==> src/hw/fqt_pkg.sv <==
// Purpose: Shared constants, types and the query table image for the flash query block.
// Assumes: One 8-bit table entry per 32-bit word address.
// Notes:   The command codes are kept here so that host and device agree on them.
package fqt_pkg;

   // ******************************************************************
   // Widths
   // ******************************************************************
   localparam int unsigned ADDR_W  = 19;
   localparam int unsigned DATA_W  = 32;
   localparam int unsigned BYTE_W  = 8;
   localparam int unsigned TBL_AW  = 6;
   localparam int unsigned WIDTH_W = 2;

   // ******************************************************************
   // Commands and access widths
   // ******************************************************************
   localparam logic [BYTE_W-1:0]  CMD_QUERY      = 8'h98;
   localparam logic [BYTE_W-1:0]  CMD_READ_ARRAY = 8'hff;
   localparam logic [WIDTH_W-1:0] WID_WORD32     = 2'h0;
   localparam logic [WIDTH_W-1:0] WID_HALF16     = 2'h1;
   localparam logic [WIDTH_W-1:0] WID_BYTE8      = 2'h2;

   // ******************************************************************
   // Table layout and reset values
   // ******************************************************************
   localparam logic [ADDR_W-1:0] TBL_LAST       = 19'h0003f;
   localparam logic [BYTE_W-1:0] ENTRY_ZERO     = 8'h00;
   localparam logic [TBL_AW-1:0] OFF_MANUF      = 6'h00;
   localparam logic [TBL_AW-1:0] OFF_DEVICE     = 6'h01;
   localparam logic [ADDR_W-1:0] ADDR_RST       = 19'h00000;
   localparam logic [DATA_W-1:0] DATA_RST       = 32'h00000000;
   localparam logic [15:0]       COUNT_RST      = 16'h0000;
   localparam logic [15:0]       COUNT_ONE      = 16'h0001;

   // ******************************************************************
   // Types
   // ******************************************************************
   typedef enum logic [0:0] {
      FQT_MODE_ARRAY = 1'b0,
      FQT_MODE_QUERY = 1'b1
   } fqt_mode_t;

   typedef enum logic [1:0] {
      FQT_RD_IDLE  = 2'b00,
      FQT_RD_FETCH = 2'b01,
      FQT_RD_SEND  = 2'b11
   } fqt_rd_state_t;

   typedef struct packed {
      logic                  valid;
      logic [BYTE_W-1:0]     code;
   } fqt_cmd_t;

   typedef struct packed {
      logic                  valid;
      logic [WIDTH_W-1:0]    width;
      logic [ADDR_W-1:0]     addr;
   } fqt_rd_req_t;

   typedef struct packed {
      logic                  valid;
      logic                  refused;
      logic [DATA_W-1:0]     data;
   } fqt_rd_rsp_t;

   // ******************************************************************
   // Fixed table image; identity entries are filled by the memory
   // ******************************************************************
   function automatic logic [BYTE_W-1:0] fqt_image(input logic [TBL_AW-1:0] off);
      logic [BYTE_W-1:0] v;
      v = ENTRY_ZERO;
      unique case (off)
         6'h10: v = 8'h51;
         6'h11: v = 8'h52;
         6'h12: v = 8'h59;
         6'h13: v = 8'h03;
         6'h14: v = 8'h00;
         6'h15: v = 8'h35;
         6'h16: v = 8'h00;
         6'h17, 6'h18, 6'h19, 6'h1a: v = 8'h00;
         6'h1b: v = 8'h27;
         6'h1c: v = 8'h36;
         6'h1d: v = 8'hb4;
         6'h1e: v = 8'hc6;
         6'h1f: v = 8'h04;
         6'h20: v = 8'h00;
         6'h21: v = 8'h0a;
         6'h22: v = 8'h00;
         6'h23, 6'h24: v = 8'h00;
         6'h25: v = 8'h04;
         6'h26: v = 8'h00;
         6'h27: v = 8'h15;
         6'h28: v = 8'h03;
         6'h29, 6'h2a, 6'h2b: v = 8'h00;
         6'h2c: v = 8'h02;
         6'h2d: v = 8'h1e;
         6'h2e, 6'h2f: v = 8'h00;
         6'h30: v = 8'h01;
         6'h31: v = 8'h07;
         6'h32: v = 8'h00;
         6'h33: v = 8'h20;
         6'h34: v = 8'h00;
         6'h35: v = 8'h50;
         6'h36: v = 8'h52;
         6'h37: v = 8'h49;
         6'h38, 6'h39: v = 8'h31;
         6'h3a: v = 8'h86;
         6'h3b: v = 8'h01;
         6'h3c, 6'h3d: v = 8'h00;
         6'h3e: v = 8'h01;
         6'h3f: v = 8'h00;
         default: v = ENTRY_ZERO;
      endcase
      return v;
   endfunction

endpackage

==> src/hw/fqt_table_rom.sv <==
// Purpose: Query table memory with a registered read port.
// Assumes: Identity bytes come from the parent as parameters.
// Notes:   One cycle from address to data.
`timescale 1ns/10ps
module fqt_table_rom
   import fqt_pkg::*;
#(
   parameter logic [BYTE_W-1:0] MANUF_CODE  = 8'h5a,
   parameter logic [BYTE_W-1:0] DEVICE_CODE = 8'ha5
)
(
   input  wire logic              clock,
   input  wire logic              rst_b,
   input  wire logic [TBL_AW-1:0] rd_addr,
   output logic      [BYTE_W-1:0] rd_data_reg
);

   logic [BYTE_W-1:0] rd_data_next;

   always_comb
   begin
      rd_data_next = fqt_image(rd_addr);
      if (rd_addr == OFF_MANUF)
      begin
         rd_data_next = MANUF_CODE;
      end
      else if (rd_addr == OFF_DEVICE)
      begin
         rd_data_next = DEVICE_CODE;
      end
   end

   always_ff @(posedge clock or negedge rst_b)
   begin
      if (!rst_b)
      begin
         rd_data_reg <= ENTRY_ZERO;
      end
      else
      begin
         rd_data_reg <= rd_data_next;
      end
   end

endmodule

==> src/hw/fqt_query_top.sv <==
// Contract
// - The query command switches reads from array data to the query table.
// - Query reads put the table byte on bits 7-0, upper 24 bits zero.
// - Only 32-bit word addressing of the table; byte and half-word refused.
// - Offsets 10h-12h return 51h, 52h, 59h.
// - Offsets 13h, 14h return command-set identifier 03h then 00h.
// - Offsets 15h, 16h return extended table pointer 35h then 00h.
// - Offsets 17h through 1Ah return 00h, no alternate set.
// - Offsets 1Bh, 1Ch return core supply limits 27h and 36h.
// - Offsets 1Dh, 1Eh return program supply limits B4h and C6h.
// - Offsets 1Fh-22h return typical time-out exponents 04h, 00h, 0Ah, 00h.
// - 23h-24h reserved; 25h returns 04h, 26h returns 00h.
// - Geometry 27h-2Bh returns 15h, 03h, 00h, 00h, 00h.
// - Offset 2Ch returns 02h erase-block regions.
// - First region 2Dh-30h returns 1Eh, 00h, 00h, 01h.
// - Second region 31h-34h returns 07h, 00h, 20h, 00h.
// - Extended table 35h-37h returns 50h, 52h, 49h, then version bytes.
// - Offset 3Ah returns 86h optional-feature byte.
// - Offset 3Bh returns 01h; 3Ch and 3Dh return 00h.
// - Offset 3Eh returns 01h; 3Fh reserved.
//
// Purpose: Query mode control and read path of a 32-bit flash query table.
// Assumes: All inputs come from logic on the same clock.
// Notes:   Read answers two cycles after the request; reads pipeline back to back.
`timescale 1ns/10ps
module fqt_query_top
   import fqt_pkg::*;
#(
   parameter logic [BYTE_W-1:0] MANUF_CODE  = 8'h5a,
   parameter logic [BYTE_W-1:0] DEVICE_CODE = 8'ha5
)
(
   input  wire logic              clock,
   input  wire logic              rst_b,
   input  wire fqt_cmd_t          cmd_in,
   input  wire fqt_rd_req_t       rd_req,
   input  wire logic [DATA_W-1:0] array_data,
   input  wire logic              err_clear,
   output fqt_rd_rsp_t            rd_rsp_reg,
   output logic                   query_mode_reg,
   output logic                   width_err_reg,
   output logic [ADDR_W-1:0]      last_addr_reg,
   output logic [15:0]            query_reads_reg
);

   // ******************************************************************
   // Mode control
   // ******************************************************************
   fqt_mode_t mode_reg;
   fqt_mode_t mode_next;

   always_comb
   begin
      mode_next = mode_reg;
      if (cmd_in.valid)
      begin
         if (cmd_in.code == CMD_QUERY)
         begin
            mode_next = FQT_MODE_QUERY;
         end
         else if (cmd_in.code == CMD_READ_ARRAY)
         begin
            mode_next = FQT_MODE_ARRAY;
         end
      end
   end

   // Other commands leave the mode alone; only read-array ends query mode
   always_ff @(posedge clock or negedge rst_b)
   begin
      if (!rst_b)
      begin
         mode_reg <= FQT_MODE_ARRAY;
      end
      else
      begin
         mode_reg <= mode_next;
      end
   end

   always_ff @(posedge clock or negedge rst_b)
   begin
      if (!rst_b)
      begin
         query_mode_reg <= 1'b0;
      end
      else
      begin
         query_mode_reg <= (mode_next == FQT_MODE_QUERY);
      end
   end

   // ******************************************************************
   // Request check
   // ******************************************************************
   logic req_query;
   logic req_refused;
   logic req_in_table;

   // A read is served in the mode that stands when it arrives
   assign req_query    = rd_req.valid && (mode_reg == FQT_MODE_QUERY);
   assign req_refused  = req_query && (rd_req.width != WID_WORD32);
   assign req_in_table = (rd_req.addr <= TBL_LAST);

   // ******************************************************************
   // Table memory
   // ******************************************************************
   logic [BYTE_W-1:0] tbl_byte;

   fqt_table_rom #(
      .MANUF_CODE  (MANUF_CODE),
      .DEVICE_CODE (DEVICE_CODE)
   ) u_rom (
      .clock       (clock),
      .rst_b       (rst_b),
      .rd_addr     (rd_req.addr[TBL_AW-1:0]),
      .rd_data_reg (tbl_byte)
   );

   // ******************************************************************
   // Fetch stage
   // ******************************************************************
   fqt_rd_state_t     rd_state_reg;
   fqt_rd_state_t     rd_state_next;
   logic              f_query_reg;
   logic              f_refused_reg;
   logic              f_in_table_reg;
   logic [DATA_W-1:0] f_array_reg;

   always_comb
   begin
      rd_state_next = FQT_RD_IDLE;
      if (rd_req.valid)
      begin
         rd_state_next = FQT_RD_FETCH;
      end
      else if (rd_state_reg == FQT_RD_FETCH)
      begin
         rd_state_next = FQT_RD_SEND;
      end
   end

   always_ff @(posedge clock or negedge rst_b)
   begin
      if (!rst_b)
      begin
         rd_state_reg <= FQT_RD_IDLE;
      end
      else
      begin
         rd_state_reg <= rd_state_next;
      end
   end

   logic fetch_live;

   // Fetch holds a request whenever one was taken on the previous edge
   assign fetch_live = (rd_state_reg == FQT_RD_FETCH);

   always_ff @(posedge clock or negedge rst_b)
   begin
      if (!rst_b)
      begin
         f_query_reg    <= 1'b0;
         f_refused_reg  <= 1'b0;
         f_in_table_reg <= 1'b0;
         f_array_reg    <= DATA_RST;
      end
      else if (rd_req.valid)
      begin
         f_query_reg    <= req_query;
         f_refused_reg  <= req_refused;
         f_in_table_reg <= req_in_table;
         f_array_reg    <= array_data;
      end
   end

   // ******************************************************************
   // Answer stage
   // ******************************************************************
   fqt_rd_rsp_t rsp_next;

   always_comb
   begin
      rsp_next         = '0;
      rsp_next.valid   = fetch_live;
      rsp_next.refused = fetch_live && f_refused_reg;
      if (!fetch_live)
      begin
         rsp_next.data = DATA_RST;
      end
      else if (!f_query_reg)
      begin
         rsp_next.data = f_array_reg;
      end
      else if (f_refused_reg || !f_in_table_reg)
      begin
         // Refused or past the table: an all-zero word, never array data
         rsp_next.data = DATA_RST;
      end
      else
      begin
         rsp_next.data = {{(DATA_W-BYTE_W){1'b0}}, tbl_byte};
      end
   end

   always_ff @(posedge clock or negedge rst_b)
   begin
      if (!rst_b)
      begin
         rd_rsp_reg <= '0;
      end
      else
      begin
         rd_rsp_reg <= rsp_next;
      end
   end

   // ******************************************************************
   // Status
   // ******************************************************************
   // Set wins over clear so a refusal in the clearing cycle is kept
   always_ff @(posedge clock or negedge rst_b)
   begin
      if (!rst_b)
      begin
         width_err_reg <= 1'b0;
      end
      else if (req_refused)
      begin
         width_err_reg <= 1'b1;
      end
      else if (err_clear)
      begin
         width_err_reg <= 1'b0;
      end
   end

   always_ff @(posedge clock or negedge rst_b)
   begin
      if (!rst_b)
      begin
         last_addr_reg <= ADDR_RST;
      end
      else if (req_query && !req_refused)
      begin
         last_addr_reg <= rd_req.addr;
      end
   end

   // Saturates instead of wrapping so a long session never reads as few
   always_ff @(posedge clock or negedge rst_b)
   begin
      if (!rst_b)
      begin
         query_reads_reg <= COUNT_RST;
      end
      else if (req_query && !req_refused && (query_reads_reg != 16'hffff))
      begin
         query_reads_reg <= query_reads_reg + COUNT_ONE;
      end
   end

endmodule

==> config.mk <==
export PLATFORM = sky130hd
export DESIGN_NAME = fqt_query_top
export DESIGN_NICKNAME = d
export VERILOG_FILES = /design/src/hw/fqt_pkg.sv /design/src/hw/fqt_table_rom.sv /design/src/hw/fqt_query_top.sv
export SDC_FILE = /design/constraint.sdc
export NUM_CORES = 1
export LEC_CHECK = 0
export ABC_CLOCK_PERIOD_IN_PS = 2500
export BUFFER_PORTS_ARGS = -buffer_cell sky130_fd_sc_hd__buf_2
export CORE_MARGIN = 5
export CORE_UTILIZATION = 38
export CTS_CLUSTER_DIAMETER = 200
export CTS_CLUSTER_SIZE = 20
export DETAILED_ROUTE_END_ITERATION = 10
export GPL_TIMING_DRIVEN = 1
export PLACE_DENSITY_LB_ADDON = 0.25
export SYNTH_ARGS = -nofsm -noshare
export SYNTH_HDL_FRONTEND = slang
export SYNTH_SLANG_ARGS = --single-unit
==> constraint.sdc <==
create_clock -name clock -period 2.5 [get_ports clock]
set_clock_uncertainty 0.2 [all_clocks]
set_input_delay 0.375 -clock clock [delete_from_list [all_inputs] [get_ports clock]]
set_output_delay 0.375 -clock clock [all_outputs]
set_load 0.01 [all_outputs]
==> qor.txt <==
setup TNS - 0 ns
CTS root buf - clkbuf_16
first-pass GRT wire length - 19000 um
YS warnings - 0
drt first pass iters - 4
max FFs per register - 34
Total Routed Length - 11900 um
Synth cell types - 50
layout cell share with drive strength beyond 1 - 34.8%
Die X - 123 um
Clk Latency, worst-skew pair - 0.41 ns
DR WL/cell - 15.0 um
PortBufs - 136
drc violations - 0
final setup fails - 0
Max Slew Vio Count - 0
Syn Inst Count - 427
antenna violations before repair - 0
Net Count, Synth - 502
setup ws final - 0.506 ns
pre-CTS setup slack - 0.431 ns
initial drt markers - 152
Tmin final - 1.99 ns
worst relative slew slack - 58.5%
Peak supply drop - 0.458 mV
Max Root-Sink Buffers - 2
Min-Delay Path Class - in -> reg
critical path type - reg -> reg
synth top area cells - dfrtp_1, mux2_2, nand2_1
Nets - 685
htree depth - 4
sequential power share - 43.3%
worst-path maximum fanout - 25
fraction of registers with async set/reset - 100%
max cap viols - 0
diode count - 0
Sw Pwr - 1180 uW
CP Launch Type - flop
grt total ovfl - 0
die area - 15200 um^2
post-synth top area share - 59.3%
Sw Share - 23.7%
setup bufs post-CTS - 0
Leak - 0.00345 uW
PwrDens - 737 nW/um^2
Total Power - 4970 uW
vias after detailed routing - 3817
Crit path arrival time - 2.08 ns
Cell Area, Synth - 4890 um^2
CTS Buf Count - 17
Post-DP HPWL - 8400 um
Starting Density - 38.8%
Clk pwr share - 44.6%
num ports - 137
internal power contribution - 3790 uW
die height - 123 um
Most used DFF post-synth - dfrtp_1
post-route ant nets - 0
worst-margin pin slew - 0.623 ns
Critical Path Sink Type - flop
Worst-path clk slew - 0.05 ns
hold_buf cts - 38
Hold Vio Cnt, Final - 0
clk sinks - 116
Seq cells post-synth - 116
status - completed
gpl congestion - 0.860
Worst Path Required - 2.59 ns
cell taking the most area after synthesis - dfrtp_1
largest net degree at the start of global routing - 48
vias in the first global route - 3942
RSZ-0062 raised after global routing - false
GRT Total Usage - 16.2%
post_cts resized - 0
sequential-to-total area share from yosys stat - 59.3%
CTS tree - done
core area - 12600 um^2
Post-synth EDFFs - 0
Mapped Avg Cell Area - 11.5 um^2
vias per std cell - 4.82
Layout area overhead - 37.9%
Tcrit/Tclk final - 79.8%
Comb pwr share - 12.1%
Site Rows - 41
Fmax - 501 MHz
==> cell type report <==
cell class,instances,area (um^2)
Clock buffer,24,502
Tap cell,172,215
Multi-Input combinational cell,282,1890
Inverter,8,30.0
Clock inverter,5,50.0
Sequential cell,116,2900
Timing Repair Buffer,185,1160
Fill cell,1136,5870
==> Yosys cell counts (2+ instances only) <==
library cell,count
dfrtp_1,116
nand2_1,76
mux2_2,35
and2_1,25
nor2_1,18
o21ai_0,14
ha_1,9
nor3_1,9
a22o_1,8
clkbuf_1,8
inv_1,8
xor2_1,8
nand3_1,7
nand4_1,7
a21oi_1,6
buf_1,6
buf_2,6
nand2b_1,6
and3_1,4
nor4_1,4
o211ai_1,4
o22ai_1,4
xnor2_1,4
a31oi_1,3
mux2i_1,3
a211o_1,2
a211oi_1,2
and4_1,2
nand3b_1,2
==> power by group through the flow <==
stage               Combinational (uW)  Clock [uW]  Sequential [uW]
CTS                                610        2280             2150
finish                             601        2220             2150
detailed placement                 562           0             2180
global route                       670        2360             2170
global placement                   549           0             2170
floorplan                          241           0             2210
==> kinds of logic (layout without fill, tap and decap cells) <==
logic type / count (synthesis) / in the layout / synth area share [%]
xor+xnor: 12 / 12 / 2.15
compound gates: 51 / 51 / 6.96
buf+inv: 29 / 222 / 2.45
mux: 39 / 39 / 8.90
fa+ha+maj: 9 / 9 / 2.30
flops: 116 / 116 / 59.3
simple gates: 171 / 171 / 17.9
==> metrics by stage <==
step	utilization, %	hold WS, ns	std cells	instance area, um^2
final	53.5	0.0179	792	6750
after global placement	46.1	0.236	725	5810
after global routing	53.5	0.00346	792	6750
after CTS	53.5	0.000762	792	6750
after floorplan	-	-0.121	427	4890
after detailed placement	46.1	0.234	725	5810
==> path summary, 6_finish.rpt <==
path / from / endpoint / slack (ns) / cells past startpoint
min reg2reg: f_array_reg[21] / rd_rsp_reg[21] / 0.26 / 1
max reg2reg: query_mode_reg / query_reads_reg[13] / 0.51 / 5
min in group asynchronous: rst_b / rd_rsp_reg[24] / 0.34 / 2
max in group asynchronous: rst_b / f_array_reg[31] / 1.12 / 3
min: array_data[4] / f_array_reg[4] / 0.02 / 2
max: query_mode_reg / query_reads_reg[13] / 0.51 / 5
==> critical path, cell delays in order (launching register included) <==
cell and delay (ns):
dfrtp_1 0.48, nand4bb_1 0.14, buf_4 0.24, nor4_4 0.36, nand3_1 0.12, mux2_1 0.32
==> layer usage <==
| metal | track usage (%) | wire (um) |
|---|---|---|
| met5 | 0 | 0 |
| met4 | 7.27 | 157 |
| met2 | 26.5 | 5900 |
| met1 | 19.9 | 5050 |
| met3 | 4.67 | 794 |
==> placed cells by master (no fill, tap or decap), types with 2 or more instances in the layout <==
master	n
buf_2	135
dfrtp_1	116
nand2_1	76
dlygate4sd3_1	38
mux2_2	35
and2_1	25
nor2_1	17
clkbuf_16	17
o21ai_0	14
buf_4	11
nor3_1	9
ha_1	9
inv_1	8
a22o_1	8
xor2_1	8
nand3_1	7
nand4_1	7
nand2b_1	6
a21oi_1	6
clkbuf_8	5
o22ai_1	4
nor4_1	4
xnor2_1	4
o211ai_1	4
and3_1	4
clkinv_2	4
mux2i_1	3
a31oi_1	3
a211o_1	2
a211oi_1	2
nand3b_1	2
nor2_2	2
and4_1	2
clkbuf_1	2
Power figures use the tool's default switching activity.
